<file path="src/logic/srf_pkg.sv">
// Shared constants and types of the sector record formatter.
// Assumes one byte-rate clock shared by buffer, formatter and modulator.
package srf_pkg;

   // Layout of the recorded data field
   localparam int SYNC_BYTES = 4;
   localparam int ROW_COLUMNS = 38;
   localparam int ROWS_PER_RESYNC = 4;
   localparam int LOCK_BYTES = 50;
   localparam int LOCK_AFTER_BYTE = 304;
   localparam int TOTAL_BYTES = 9424;
   localparam int CNT_W = 14;
   // Drive information record: sequence bytes 8201 to 8204
   localparam int DIR_FIRST_BYTE = 8201;
   localparam int DIR_BYTES = 4;

   // Drive information record field positions
   localparam int B1_VERIFY_BIT = 6;
   localparam int B1_VPASS_BIT = 5;
   localparam int B1_CAUSE_MSB = 4;
   localparam int B2_ATTEMPT_LSB = 4;
   localparam int CAUSE_W = 5;
   localparam int ATTEMPT_W = 3;
   localparam int DRIVE_ID_W = 20;

   // Kind of each item handed to the modulator
   typedef enum logic [3:0] {
      SRF_K_SYNC = 4'h0,
      SRF_K_REF = 4'h1,
      SRF_K_DATA = 4'h2,
      SRF_K_RESYNC_ODD = 4'h3,
      SRF_K_RESYNC_EVEN = 4'h4,
      SRF_K_LOCK = 4'h5,
      SRF_K_XSYNC = 4'h6,
      SRF_K_XREF = 4'h7,
      SRF_K_POST = 4'h8
   } srf_kind_type;

   typedef enum logic [2:0] {
      SRF_SEC_USER = 3'h0,
      SRF_SEC_DISK_INFO = 3'h1,
      SRF_SEC_DEFECT_STRUCT = 3'h2,
      SRF_SEC_PRIMARY_DL = 3'h3,
      SRF_SEC_SECONDARY_DL = 3'h4
   } srf_sector_type;

   // One item of the recorded data field
   typedef struct packed {
      srf_kind_type kind;
      logic [7:0] data;
   } srf_item_type;

   // Per-sector drive status, sampled by the formatter at start
   typedef struct packed {
      logic verify_on;
      logic relocated;
      logic verify_fail;
      logic [CAUSE_W-1:0] cause;
      logic [3:0] attempt;
      logic [DRIVE_ID_W-1:0] drive_id;
   } srf_status_type;

endpackage : srf_pkg

</file>
<file path="src/logic/srf_formatter.sv">
// Sector record formatter: frames sequence bytes into the recorded data
// field and inserts the drive information record.
// Assumes the sector buffer presents bytes 1..9424 already interleaved,
// with CRC and ECC filled in; the modulator turns item kinds into patterns.
`timescale 1ns/1ps

// Summary of operation
// RQ1: Every sector write replaces the third control group with a 4-byte record.
// RQ2: Unassigned record bits are driven zero; readers ignore them.
// RQ3: Record byte 1 bit 6 shows whether write verification was on.
// RQ4: Verify-pass relocation flag is zero for sectors never relocated.
// RQ5: For relocated sectors that flag is one on verify error, zero on write error.
// RQ6: Low bits of byte 1 carry a free reason code readers ignore.
// RQ7: Relocation attempt field, byte 2 bits 6..4, is zero if never relocated.
// RQ8: Relocated sectors store the attempt number minus one there.
// RQ9: The 20-bit drive identifier fills byte 2 low nibble, bytes 3 and 4.
// RQ10: Drive identifier content is free; readers must not rely on it.
// RQ11: Disk-information and defect-management sectors zero the relocation fields.
// RQ12: Lock field bytes neither occupy nor advance an interleave row.
// RQ13: Resync after every 152 bytes, odd and even patterns alternate.
// RQ14: Reference field before byte 1 and after every 38 bytes.
// RQ15: A resync always precedes a reference at the same gap.
// RQ16: Lock, extra sync, extra reference follow the ninth reference field.
// RQ17: Status inputs are sampled once at the start of each sector write.
// RQ18: A sector type input selects forced-zero relocation fields.
module srf_formatter #(
   parameter int LOCK_LEN = srf_pkg::LOCK_BYTES
) (
   // Clock and reset
   input wire logic clock,
   input wire logic rstn,
   // Sector control
   input wire logic start,
   input wire srf_pkg::srf_sector_type sector_kind,
   input wire srf_pkg::srf_status_type status,
   output logic busy_r,
   output logic done_r,
   // Sequence bytes from the sector buffer
   input wire logic in_valid,
   input wire logic [7:0] in_data,
   output logic in_ready_r,
   // Items to the modulator
   output logic out_valid_r,
   output srf_pkg::srf_item_type out_item_r,
   input wire logic out_ready
);
   import srf_pkg::*;

   localparam logic [CNT_W-1:0] TOTAL_C = CNT_W'(TOTAL_BYTES);
   localparam logic [CNT_W-1:0] LOCK_AT_C = CNT_W'(LOCK_AFTER_BYTE);
   localparam logic [CNT_W-1:0] DIR_LO_C = CNT_W'(DIR_FIRST_BYTE);
   localparam logic [CNT_W-1:0] DIR_HI_C =
      CNT_W'(DIR_FIRST_BYTE + DIR_BYTES - 1);
   localparam logic [5:0] COL_LAST_C = 6'(ROW_COLUMNS - 1);
   localparam logic [1:0] ROW_LAST_C = 2'(ROWS_PER_RESYNC - 1);
   localparam logic [5:0] SYNC_LAST_C = 6'(SYNC_BYTES - 1);
   localparam logic [5:0] LOCK_LAST_C = 6'(LOCK_LEN - 1);
   localparam logic [7:0] FILL_C = 8'h00;

   typedef enum logic [8:0] {
      ST_IDLE = 9'h001,
      ST_SYNC = 9'h002,
      ST_REF = 9'h004,
      ST_DATA = 9'h008,
      ST_RESYNC = 9'h010,
      ST_LOCK = 9'h020,
      ST_XSYNC = 9'h040,
      ST_XREF = 9'h080,
      ST_POST = 9'h100
   } srf_state_type;

   srf_state_type state_r;
   srf_status_type stat_r;
   srf_sector_type sect_r;
   logic [CNT_W-1:0] sent_r;
   logic [CNT_W-1:0] fetch_r;
   logic [5:0] col_r;
   logic [1:0] row_r;
   logic [5:0] sub_r;
   logic rs_odd_r;
   logic lock_done_r;
   logic [7:0] hold_r;
   logic hold_v_r;
   logic hold_v_nxt;
   logic buf_ready_r;
   srf_item_type spare_r;
   logic spare_v_r;
   logic wr_valid;
   srf_item_type wr_item;
   logic push;
   logic pop;
   logic consume;
   logic accept;
   logic [CNT_W-1:0] byte_no;
   logic [7:0] dir_byte [DIR_BYTES];

   // Zeroes the relocation fields of system sectors
   function automatic logic is_system(input srf_sector_type k);
      return k == SRF_SEC_DISK_INFO || k == SRF_SEC_DEFECT_STRUCT ||
             k == SRF_SEC_PRIMARY_DL || k == SRF_SEC_SECONDARY_DL; // RQ11
   endfunction : is_system

   // Drive information record, built from the sampled status
   always_comb begin
      logic reloc;
      reloc = stat_r.relocated && !is_system(sect_r); // RQ11
      dir_byte[0] = FILL_C; // RQ2
      dir_byte[1] = FILL_C; // RQ2
      dir_byte[0][B1_VERIFY_BIT] = stat_r.verify_on; // RQ3
      dir_byte[0][B1_VPASS_BIT] = reloc && stat_r.verify_fail; // RQ4 RQ5
      if (reloc) begin
         dir_byte[0][B1_CAUSE_MSB -: CAUSE_W] = stat_r.cause; // RQ6
         dir_byte[1][B2_ATTEMPT_LSB +: ATTEMPT_W] =
            ATTEMPT_W'(stat_r.attempt - 4'h1); // RQ8
      end
      // Never-relocated sectors keep the attempt field zero
      dir_byte[1][3:0] = stat_r.drive_id[19:16]; // RQ9 RQ7
      dir_byte[2] = stat_r.drive_id[15:8]; // RQ9 RQ10
      dir_byte[3] = stat_r.drive_id[7:0]; // RQ9
   end

   assign byte_no = sent_r + CNT_W'(1);
   assign consume = (state_r == ST_DATA) && hold_v_r && buf_ready_r;
   assign accept = in_valid && in_ready_r;
   assign hold_v_nxt = (hold_v_r && !consume) || accept;

   // Item offered to the buffer this cycle
   always_comb begin
      wr_valid = buf_ready_r;
      wr_item.kind = SRF_K_DATA;
      wr_item.data = FILL_C;
      case (state_r)
         ST_SYNC: wr_item.kind = SRF_K_SYNC;
         ST_REF: wr_item.kind = SRF_K_REF;
         ST_RESYNC: wr_item.kind =
            rs_odd_r ? SRF_K_RESYNC_ODD : SRF_K_RESYNC_EVEN; // RQ13
         ST_LOCK: wr_item.kind = SRF_K_LOCK;
         ST_XSYNC: wr_item.kind = SRF_K_XSYNC;
         ST_XREF: wr_item.kind = SRF_K_XREF;
         ST_POST: wr_item.kind = SRF_K_POST;
         ST_DATA: begin
            wr_valid = consume;
            if (byte_no >= DIR_LO_C && byte_no <= DIR_HI_C) begin
               wr_item.data = dir_byte[2'(byte_no - DIR_LO_C)]; // RQ1
            end else begin
               wr_item.data = hold_r;
            end
         end
         default: wr_valid = 1'b0;
      endcase
   end

   assign push = wr_valid;
   assign pop = out_valid_r && out_ready;

   // Sampling of sector status at the start
   always_ff @(posedge clock) begin
      if (!rstn) begin
         stat_r <= '0;
         sect_r <= SRF_SEC_USER;
      end else if (state_r == ST_IDLE && start) begin
         stat_r <= status; // RQ17
         sect_r <= sector_kind; // RQ18
      end
   end

   // Framing sequence
   always_ff @(posedge clock) begin
      if (!rstn) begin
         state_r <= ST_IDLE;
         sent_r <= '0;
         col_r <= '0;
         row_r <= '0;
         sub_r <= '0;
         rs_odd_r <= 1'b1;
         lock_done_r <= 1'b0;
      end else begin
         case (state_r)
            ST_IDLE: if (start) begin
               state_r <= ST_SYNC;
               sent_r <= '0;
               col_r <= '0;
               row_r <= '0;
               sub_r <= '0;
               rs_odd_r <= 1'b1;
               lock_done_r <= 1'b0;
            end
            ST_SYNC: if (push) begin
               sub_r <= sub_r + 6'h01;
               if (sub_r == SYNC_LAST_C) begin
                  sub_r <= '0;
                  state_r <= ST_REF; // RQ14
               end
            end
            ST_DATA: if (push) begin
               sent_r <= byte_no;
               col_r <= col_r + 6'h01;
               if (col_r == COL_LAST_C) begin
                  col_r <= '0;
                  row_r <= row_r + 2'h1;
                  // Resync first when both share a gap
                  state_r <= (row_r == ROW_LAST_C) ? ST_RESYNC : ST_REF; // RQ15
               end
            end
            ST_RESYNC: if (push) begin
               rs_odd_r <= !rs_odd_r; // RQ13
               state_r <= ST_REF; // RQ15
            end
            ST_REF: if (push) begin
               if (sent_r == TOTAL_C) begin
                  state_r <= ST_POST; // RQ14
               end else if (sent_r == LOCK_AT_C && !lock_done_r) begin
                  state_r <= ST_LOCK; // RQ16
               end else begin
                  state_r <= ST_DATA;
               end
            end
            // Column and row counters stay frozen through the lock field
            ST_LOCK: if (push) begin
               sub_r <= sub_r + 6'h01; // RQ12
               if (sub_r == LOCK_LAST_C) begin
                  sub_r <= '0;
                  state_r <= ST_XSYNC; // RQ16
               end
            end
            ST_XSYNC: if (push) begin
               sub_r <= sub_r + 6'h01;
               if (sub_r == SYNC_LAST_C) begin
                  sub_r <= '0;
                  state_r <= ST_XREF; // RQ16
               end
            end
            ST_XREF: if (push) begin
               lock_done_r <= 1'b1;
               state_r <= ST_DATA;
            end
            ST_POST: if (push) begin
               state_r <= ST_IDLE;
            end
            default: state_r <= ST_IDLE;
         endcase
      end
   end

   // Status outputs
   always_ff @(posedge clock) begin
      if (!rstn) begin
         busy_r <= 1'b0;
         done_r <= 1'b0;
      end else begin
         busy_r <= (state_r != ST_IDLE && !(state_r == ST_POST && push)) ||
                   (state_r == ST_IDLE && start);
         done_r <= state_r == ST_POST && push;
      end
   end

   // Input holding register; half rate in exchange for a registered ready
   always_ff @(posedge clock) begin
      if (!rstn) begin
         hold_r <= '0;
         hold_v_r <= 1'b0;
         fetch_r <= '0;
         in_ready_r <= 1'b0;
      end else begin
         hold_v_r <= hold_v_nxt;
         if (accept) begin
            hold_r <= in_data;
         end
         if (state_r == ST_IDLE) begin
            fetch_r <= '0;
         end else if (accept) begin
            fetch_r <= fetch_r + CNT_W'(1);
         end
         in_ready_r <= state_r != ST_IDLE && state_r != ST_POST &&
                       !hold_v_nxt &&
                       (fetch_r + CNT_W'(accept)) != TOTAL_C;
      end
   end

   // Two-entry output buffer: head drives the port, spare absorbs a stall
   always_ff @(posedge clock) begin
      if (!rstn) begin
         out_valid_r <= 1'b0;
         out_item_r <= '0;
         spare_r <= '0;
         spare_v_r <= 1'b0;
         buf_ready_r <= 1'b0;
      end else begin
         if (pop && spare_v_r) begin
            out_item_r <= spare_r;
            spare_v_r <= 1'b0;
         end else if (pop || !out_valid_r) begin
            out_item_r <= wr_item;
            out_valid_r <= push;
         end else if (push) begin
            spare_r <= wr_item;
            spare_v_r <= 1'b1;
         end
         buf_ready_r <= !(spare_v_r && !pop) &&
                        !(push && out_valid_r && !pop);
      end
   end

endmodule : srf_formatter

</file>
<file path="config.mk">
export PLATFORM = sky130hd
export DESIGN_NAME = srf_formatter
export DESIGN_NICKNAME = d
export VERILOG_FILES = /design/src/logic/srf_pkg.sv /design/src/logic/srf_formatter.sv
export SDC_FILE = /design/constraint.sdc
export NUM_CORES = 1
export LEC_CHECK = 0
export BUFFER_PORTS_ARGS = -buffer_cell sky130_fd_sc_hd__buf_4
export CAP_MARGIN = 20
export CORE_MARGIN = 2
export CORE_UTILIZATION = 40
export DETAILED_ROUTE_END_ITERATION = 12
export GPL_TIMING_DRIVEN = 0
export PLACE_DENSITY = 0.59
export SYNTH_ARGS = -nofsm -noshare
export SYNTH_HDL_FRONTEND = slang
export SYNTH_SLANG_ARGS = --single-unit
</file>
<file path="constraint.sdc">
create_clock -name clock -period 2.55 [get_ports clock]
set_input_delay 0.255 -clock clock [delete_from_list [all_inputs] [get_ports clock]]
set_output_delay 0.255 -clock clock [all_outputs]
set_load 0.05 [all_outputs]
</file>
==> run summary, run 1 <==
Vias per Instance: 5.58
dpl hpwl: 13500 µm
Pins Over Slew Limit: 0
drt first pass iters: 6
library cells used by synthesis: 67
Synth area leader: dfxtp_1
Worst path depth: 7
Clk Latency, worst-skew pair: 420 ps
pwr dens: 797 nW/µm²
first-pass GRT wire length: 30100 µm
Synth Area in Compound Gates: 0.211
crit-path max cell delay: 600 ps
placer congestion estimate: 0.902
Worst Clk Skew: 9.82 ps
CP arrival: 2840 ps
Worst Path Buf+Inv: 0
crit path max-delay cell type: or4_4
ratio of cells with drive above 1 in the final layout: 0.215
CTS root buffer: clkbuf_16
Synth Area in XOR/XNOR: 0.0321
vias in the first global route: 6018
required time of the worst setup path: 2890 ps
die width: 129 µm
Adder-Cell Fraction of Synth Area: 0.0275
Final Cycle Share: 0.980
final-stage net count: 947
Cell Area, Synth: 6280 µm²
outcome: complete, no violations
Setup CP Type: reg2reg
R2R cell count: 7
routed length per instance: 16.8 µm
Tightest Pin Transition: 786 ps
Slew HR: 0.474
Max Clock Freq: 400 MHz
mux cell area share after synthesis: 0.0159
final core occ: 0.536
Critical Path Fanout Max: 8
largest family of logic cells by synthesized area: simple AND/OR/NAND/NOR gates
fraction of the yosys area taken by sequential cells: 0.402
gr usage total: 0.229
Startpoint Class: register
main area contributors after synthesis: dfxtp_1 40%, nand2_1 8.6%, a21oi_1 7.1%
setup violators final: 0
maximum clock path buffer count: 2
Initial DRC Count: 368
Hold Fails Final Rpt: 0
IO Pins: 64
largest net degree at the start of global routing: 17
min-delay src: status[9]
# rows: 45
Core Box Area: 15300 µm²
P_leak: 0.00294 µW
worst hold path type: in2reg
clock tree sinks: 126
syn_nets: 853
Clock transition at path regs: 60 ps
met3 routed WL: 918 µm
die area: 16700 µm²
number of flops mapped to enable cells by yosys: 0
dpl ws: -606 ps
Overflow after GRT: 0
DR vias: 6199
crit path cell chain: or4_4 > nand4b_4 > and2_4 > o21a_4 > or2_1 > or3b_1 > a21oi_1
die height: 129 µm
Post-Syn Area per Cell: 7.93 µm²
synth-to-layout area growth: 30.1%
CP Capture Type: register
Max IR drop VDD: 0.646 mV
antenna violations before repair: 0
Synth Instances: 792
Syn. warnings: 0
simple-gate share of the synthesized area: 0.266
post-layout minimum cycle time: 2500 ps
max_cap viols: 0
total routed wirelength: 18700 µm
top-area cell type share of the netlist area: 0.402
worst r2r src: state_r[3]$_SDFFE_PN0P_
RSZ-0062 raised after global routing: yes
Max Used Layer: met4
htree depth: 4
Starting Density: 0.412
Final WS setup: 51.8 ps
Hold Path Cell Cnt: 3
post-route ant nets: 0
antenna cell count: 0
CP startpoint: state_r[3]$_SDFFE_PN0P_
Yosys reg bits: 126
CP top delay family: simple AND/OR/NAND/NOR gates
port bufs: 61
hold_ws: 81.0 ps
Synth async-reset ratio: 0
Most used DFF post-synth: dfxtp_1
met2 WL: 8690 µm
DRT met1 WL: 8730 µm
Num CTS Buffers: 17
hold_buf cts: 0
CTS tree: yes
drt drc: 0
## cells in the mapped netlist, types with 4 or more instances
cell,instances
or4_1,9
nor4_1,9
and2_1,5
a2111oi_0,5
o221ai_1,8
or3_1,9
nor2b_1,5
nand2b_1,5
nor3_1,17
dfxtp_1,126
o31ai_1,4
mux2i_1,10
buf_1,5
xor2_1,13
inv_1,19
a31oi_1,13
and3_1,12
buf_2,8
o21a_1,5
nor2_1,59
o21ai_0,22
o211ai_1,7
clkbuf_1,42
nand3_1,25
a211oi_1,7
a221oi_1,6
xnor2_1,10
nand2_1,144
o22ai_1,10
ha_1,13
a21oi_1,89
nand4_1,13
## where the power goes
part           total, µW  leakage [µW]  switching, µW  internal [µW]
clock               2730      0.000327            894           1840
combinational       1460       0.00159            966            491
sequential          2320       0.00103            160           2160
total               6510       0.00294           2020           4490
## worst min-delay path, delay by kind of cell
family | cells | cell delay, ps
buf+inv | 1 | 110
compound gates | 1 | 50
simple gates | 1 | 40
## state kept, by name (all words and copies together), names as in the netlist
name,count
rs_odd_r,1
out_item_r,12
col_r,6
spare_r,12
buf_ready_r,1
hold_r,8
busy_r,1
state_r,9
sub_r,6
sent_r,14
stat_r,10
dir_byte,21
row_r,2
spare_v_r,1
sect_r,3
fetch_r,14
hold_v_r,1
done_r,1
in_ready_r,1
out_valid_r,1
lock_done_r,1
## stage by stage
step                      TNS [ps]  power (µW)  instance area (µm²)  cells
after floorplan                  0        3220                 6280    792
after global placement      -13510        3640                 7000   1064
after detailed placement    -18460        3680                 7000   1064
after global routing          -223        6810                 8170   1110
after CTS                     -540        6460                 7870   1100
final                            0        6510                 8170   1110
## routing by layer
metal | vias up | track usage
met1 | 2959 | 0.309
met3 | 24 | 0.0462
met5 | - | 0
met4 | 0 | 0.0697
met2 | 168 | 0.369
li1 | 3048 | -
## path summary, 6_finish.rpt
check / endpoint / slack (ps)
min reg2reg: out_item_r[8]$_SDFFE_PN0P_ / 450
max: sub_r[3]$_SDFFE_PN0P_ / 50
min: dir_byte[9]$_SDFFE_PN0P_ / 80
max reg2reg: sub_r[3]$_SDFFE_PN0P_ / 50
## cells by family (layout without fill, tap and decap cells)
kind of cell / count (synthesis) / count (layout)
buffers and inverters: 74 / 181
AOI/OAI and AO/OA: 207 / 207
and+or+nand+nor: 338 / 338
adders and majority gates: 14 / 14
muxes: 10 / 10
DFF: 126 / 126
xor gates and xnor gates: 23 / 23
## repair_timing
action,4_1_cts,5_1_grt
buffers inserted,7,12
gates resized for setup,42,66
setup endpoints to repair,80,85
endpoints found under the hold margin,0,0
pin swaps,5,15
## area by class of cell
class	instances	area (µm²)
clock buffers	22	484
fillers	1466	7090
repair buffers	80	617
multi-input cells	592	3750
well taps	211	264
flip-flops and latches	126	2530
clock inverters	10	181
inverters	19	75.1
plain buffers	50	260
## layout by cell type, fill, tap and decap left out, types with 17 or more instances in the layout
master | Yosys | routed
a21oi_1 | 89 | 87
buf_4 | 0 | 83
clkbuf_1 | 42 | 28
clkbuf_16 | 0 | 17
dfxtp_1 | 126 | 118
inv_1 | 19 | 18
nand2_1 | 144 | 142
nand3_1 | 25 | 24
nor2_1 | 59 | 56
o21ai_0 | 22 | 21
No activity file was read; power rests on OpenSTA's default activity.
==> run 2: changes to the inputs <==
ABC_AREA = 1   (was not set)
CAP_MARGIN = not set   (was 20)
REMOVE_ABC_BUFFERS = 1   (was not set)
==> run 2 against run 1 <==
  * Synthesized cell count up 24%
  * Wire length down 5.3%
  * Non-clock buffer count down 57
  * Flip-flop and latch count unchanged
  * Global-route usage down 2.2 points
  * Clock-buffer cell count down 2
  * Critical endpoint is now state_r[1]$_SDFFE_PN0P_
  * Fmax up 5.7%
  * Register-to-register slack better by 130 ps
==> run summary, run 2 <==
CTS root buffer: clkbuf_16
antenna cell count: 0
placer congestion estimate: 0.873
Power, Total: 7510 µW
Hold Fails Final Rpt: 0
most common cell in the netlist: nand2_1
die height: 135 µm
dpl ws: -1310 ps
Clock Power Share: 0.348
crit path cell chain: nor2_2 > nand2_4 > inv_2 > nand4_1 > buf_4 > nor2_2 > nor3_1 > nand2_2 > inv_2 > nor2_1 > nor2_1
required time of the worst setup path: 2860 ps
Final WS setup: 186 ps
library cells used by synthesis: 49
CP arrival: 2680 ps
final std cell area, no fill: 8200 µm²
CP Capture Type: register
Pins Over Slew Limit: 0
Worst Clk Skew: 6.34 ps
drt first pass iters: 5
DR vias: 6497
P_leak: 0.00333 µW
vias in the first global route: 6071
post-layout minimum cycle time: 2360 ps
gr usage total: 0.206
most common cell after layout, fill and taps aside: nand2_1
Final Cycle Share: 0.927
final-stage net count: 1105
Comb pwr share: 0.305
post-route ant nets: 0
Worst Path Buf+Inv: 3
Synth area leader: dfxtp_1
outcome: complete, no violations
RSZ-0062 raised after global routing: no
htree depth: 4
Initial DRC Count: 442
Setup CP Type: reg2reg
Core Box Area: 16600 µm²
clock tree sinks: 126
# rows: 47
ratio of cells with drive above 1 in the final layout: 0.182
Setup TNS: 0 ps
Reg power frac: 0.348
top-area cell type share of the netlist area: 0.369
Starting Density: 0.411
Overflow after GRT: 0
Max IR drop VDD: 0.521 mV
Tightest Pin Transition: 586 ps
Cell Area, Synth: 6840 µm²
DP Area: 7410 µm²
crit-path max cell delay: 370 ps
Sw Share: 0.364
final core occ: 0.492
Clock transition at path regs: 60 ps
P_int: 4780 µW
largest net degree at the start of global routing: 56
CTS tree: yes
synth-to-layout area growth: 19.8%
Net Sw Power: 2730 µW
Synth async-reset ratio: 0
Startpoint Class: register
Max Clock Freq: 423 MHz
pwr dens: 917 nW/µm²
Syn. warnings: 0
Post-Syn Area per Cell: 6.95 µm²
Clk Latency, worst-skew pair: 420 ps
main area contributors after synthesis: dfxtp_1 37%, nand2_1 9.2%, nor2_1 8.6%
Yosys reg bits: 126
Num CTS Buffers: 17
fraction of the yosys area taken by sequential cells: 0.369
crit path max-delay cell type: dfxtp_1
routed length per instance: 13.8 µm
number of flops mapped to enable cells by yosys: 0
Synth Instances: 984
Commonest cells post-synth: 167 x nand2_1, 157 x nor2_1, 126 x dfxtp_1
leading cell types in the layout, fill and taps excluded: 165 x nand2_1, 154 x nor2_1, 125 x dfxtp_1
max_cap viols: 0
dpl hpwl: 11600 µm
Vias per Instance: 5.09
maximum clock path buffer count: 2
first-pass GRT wire length: 30000 µm
worst hold path type: in2reg
die width: 135 µm
Critical Path Fanout Max: 12
setup violators final: 0
max reg flops: 21
Slew HR: 0.609
port bufs: 62
Most used DFF post-synth: dfxtp_1
IO Pins: 64
drt drc: 0
antenna violations before repair: 0
hold_buf cts: 0
CP top delay family: simple AND/OR/NAND/NOR gates
die area: 18200 µm²
total routed wirelength: 17700 µm
==> run 2: area by class of cell <==
| class | instances | area, µm² |
|---|---|---|
| Clock buffer | 20 | 447 |
| Clock inverter | 12 | 185 |
| Fill cell | 1674 | 8450 |
| Inverter | 115 | 450 |
| Multi-Input combinational cell | 709 | 3730 |
| Sequential cell | 126 | 2530 |
| Tap cell | 220 | 275 |
| Timing Repair Buffer | 73 | 568 |
| Timing Repair inverter | 2 | 15.0 |
==> run 2: cell families (layout without fill, tap and decap cells) <==
logic type | count (synthesis) | in the layout | synth area share
buf+inv | 151 | 222 | 0.0916
flops | 126 | 126 | 0.369
fa+ha+maj | 13 | 13 | 0.0238
xor+xnor | 17 | 17 | 0.0218
compound gates | 179 | 179 | 0.147
simple gates | 498 | 500 | 0.347
==> run 2: through the flow <==
stage / hold WS (ps) / cells
6_report: 50.3 / 1277
5_1_grt: 47.2 / 1277
4_1_cts: 38.4 / 1273
3_5_place_dp: 457 / 1231
3_3_place_gp: 455 / 1230
2_1_floorplan: 340 / 948
==> run 2: power groups by stage <==
stage	logic [µW]	registers, µW	clock network (µW)
floorplan	1430	2690	0
global placement	2060	2640	0
detailed placement	2070	2650	0
CTS	2230	2610	2660
global route	2570	2660	2760
finish	2290	2610	2610
==> run 2: worst register-to-register path, cell delays in order (launching register included) <==
cell and delay (ps):
dfxtp_1 370, nor2_2 230, nand2_4 140, inv_2 140, nand4_1 270, buf_4 250, nor2_2 170, nor3_1 100
nand2_2 230, inv_2 130, nor2_1 170, nor2_1 80
==> run 2: path summary, 6_finish.rpt <==
check / slack, ps / end / cells past startpoint / startpoint
min reg2reg: 460 / row_r[1]$_SDFFE_PN0P_ / 2 / row_r[1]$_SDFFE_PN0P_
max: 190 / state_r[1]$_SDFFE_PN0P_ / 11 / state_r[4]$_SDFFE_PN0P_
min: 50 / dir_byte[11]$_SDFFE_PN0P_ / 3 / status[11]
max reg2reg: 190 / state_r[1]$_SDFFE_PN0P_ / 11 / state_r[4]$_SDFFE_PN0P_
==> run 2: layer usage <==
metal  GRT usage  share of wire  vias to the layer above  routed length, µm
met3      0.0454          0.041                       20                716
met4      0.0620          0.014                        0                250
met1       0.278           0.49                     2960               8600
met2       0.331           0.46                      137               8100
li1            -              -                     3380                  -
met5           0              0                        -                  0
==> run 2: what timing repair did <==
| action | CTS | global route |
|---|---|---|
| pin swaps | 2 | 0 |
| endpoints found under the setup margin | 80 | 70 |
| cloned | 4 | 0 |
| buffers inserted | 6 | 4 |
| gates resized for setup | 9 | 6 |
==> run 3: changes to the inputs <==
RECOVER_POWER = 50   (was not set)
==> run 3 against run 2 <==
  * Global-route usage stayed put
  * Wire length hardly changed
  * Combinational power is 3% lower
  * Flip-flop and latch count stayed put
  * Clock skew is 1.0 ps higher
  * Highest routed layer unchanged
==> run summary, run 3 (synthesis results as in run 2) <==
final std cell area, no fill: 8110 µm²
antenna violations before repair: 0
placed insts: 1231
Setup CP Type: reg2reg
antenna cell count: 0
port bufs: 62
hold_buf cts: 0
worst hold path type: in2reg
R2R cell count: 11
IO Pins: 64
min-delay src: status[11]
Pins Over Slew Limit: 0
Initial DRC Count: 438
P_leak: 0.00325 µW
largest net degree at the start of global routing: 56
routed length per instance: 13.8 µm
Worst Path Buf+Inv: 2
Hold Path Cell Cnt: 3
synth-to-layout area growth: 18.5%
crit-path max cell delay: 440 ps
Tightest Pin Transition: 652 ps
vias in the first global route: 6071
Max IR drop VDD: 0.531 mV
drt first pass iters: 5
RSZ-0062 raised after global routing: no
CP top delay family: simple AND/OR/NAND/NOR gates
CP Capture Type: register
Clock transition at path regs: 60 ps
Num CTS Buffers: 17
htree depth: 4
worst r2r src: state_r[1]$_SDFFE_PN0P_
pwr dens: 919 nW/µm²
final cell count without fillers: 1277
gr usage total: 0.206
dpl hpwl: 11600 µm
DR vias: 6458
CTS tree: yes
max reg flops: 21
ratio of cells with drive above 1 in the final layout: 0.159
leading cell types in the layout, fill and taps excluded: 167 x nand2_1, 154 x nor2_1, 125 x dfxtp_1
post-route ant nets: 0
Critical Path Fanout Max: 20
Core Box Area: 16600 µm²
clock tree sinks: 126
post-layout minimum cycle time: 2340 ps
Worst Clk Skew: 7.37 ps
required time of the worst setup path: 2890 ps
R2R Setup Slk: 210 ps
die width: 135 µm
Vias per Instance: 5.06
Max Clock Freq: 427 MHz
crit path max-delay cell type: dfxtp_1
CTS root buffer: clkbuf_16
outcome: complete, no violations
max_cap viols: 0
first-pass GRT wire length: 30000 µm
Hold Crit Endpoint: dir_byte[11]$_SDFFE_PN0P_
Starting Density: 0.411
Startpoint Class: register
maximum clock path buffer count: 2
Clk Latency, worst-skew pair: 430 ps
total routed wirelength: 17700 µm
die area: 18200 µm²
Final Cycle Share: 0.917
Overflow after GRT: 0
drt drc: 0
setup violators final: 0
Hold Fails Final Rpt: 0
reg-to-reg endpoint: sent_r[9]$_SDFFE_PN0P_
DP Area: 7410 µm²
crit path cell chain: nor2_8 > nand4_2 > nor2_8 > inv_4 > nor2_2 > nand2_1 > nand2_1 > nand2_2 > inv_4 > nand4_1 > a21oi_1
# rows: 47
Slew HR: 0.567
CP arrival: 2680 ps
most common cell after layout, fill and taps aside: nand2_1
die height: 135 µm
final-stage net count: 1105
placer congestion estimate: 0.873
## run 3: cell types whose count changed in the layout (fill, tap and decap cells not counted)
cell / delta
nand2_1: +2
buf_4: -20
and3_1: +1
clkbuf_4: +2
clkbuf_1: +18
nor3_2: +1
inv_1: +2
nand3_2: -1
inv_2: -2
and3_4: -1
nand3_1: +1
nor3_4: -1
nand2_2: -2
## run 3: power breakdown
| group | internal (µW) | total (µW) | leakage, µW | switching [µW] |
|---|---|---|---|---|
| combinational | 700 | 2230 | 0.00193 | 1530 |
| clock | 1670 | 2610 | 0.000293 | 945 |
| sequential | 2360 | 2610 | 0.00103 | 244 |
## run 3: through the flow
step	utilization	power, µW	setup slack, ps	TNS, ps	hold WS (ps)
2_1_floorplan	-	4120	-0.167	-0.167	340
3_3_place_gp	0.444	4700	-1610	-77480	455
3_5_place_dp	0.445	4710	-1310	-56700	457
4_1_cts	0.490	7500	29.1	0	38.4
5_1_grt	0.487	7930	34.2	0	47.2
6_report	0.487	7450	211	0	47.6
## run 3: timing repair
item / 4_1_cts / 5_1_grt
pin swaps: 2 / 0
gates cloned: 4 / 0
endpoints found under the setup margin: 80 / 70
setup buffers: 6 / 4
gates resized for setup: 9 / 6
## run 3: how the worst max path moves through the flow
stage	startpoint	end	slack (ps)	depth (start not counted)
final	state_r[1]$_SDFFE_PN0P_	sent_r[9]$_SDFFE_PN0P_	210	11
after global routing	state_r[1]$_SDFFE_PN0P_	sent_r[9]$_SDFFE_PN0P_	30	11
after CTS	in_ready_r$_SDFF_PN0_	in_ready_r$_SDFF_PN0_	30	15
after detailed placement	state_r[4]$_SDFFE_PN0P_	stat_r[20]$_SDFFE_PN0P_	-1310	8
after global placement	rstn	fetch_r[8]$_SDFFE_PP0P_	-1610	6
after floorplan	state_r[4]$_SDFFE_PN0P_	lock_done_r$_SDFFE_PN0P_	-0.2	10
## run 3: area by class of cell
class	instances	area [µm²]
clock buffer	20	447
clock inverter	12	185
fill	1682	8540
inverter	115	450
multi-input combinational	709	3710
sequential	126	2530
tap	220	275
timing repair buffer	73	500
timing repair inverter	2	15.0
## run 3: worst register-to-register path: cells and delay by family (launching register included)
family,cells,cell delay [ps]
AOI/OAI and AO/OA,1,140
buffers and inverters,2,390
DFF,1,440
and+or+nand+nor,8,1280
## run 3: metal layers
| layer | up-vias | track usage | wire [µm] | part of all wire |
|---|---|---|---|---|
| li1 | 3376 | - | - | - |
| met1 | 2937 | 0.278 | 8640 | 0.49 |
| met2 | 125 | 0.331 | 8070 | 0.46 |
| met3 | 20 | 0.0454 | 724 | 0.041 |
| met4 | 0 | 0.0620 | 250 | 0.014 |
| met5 | - | 0 | 0 | 0 |
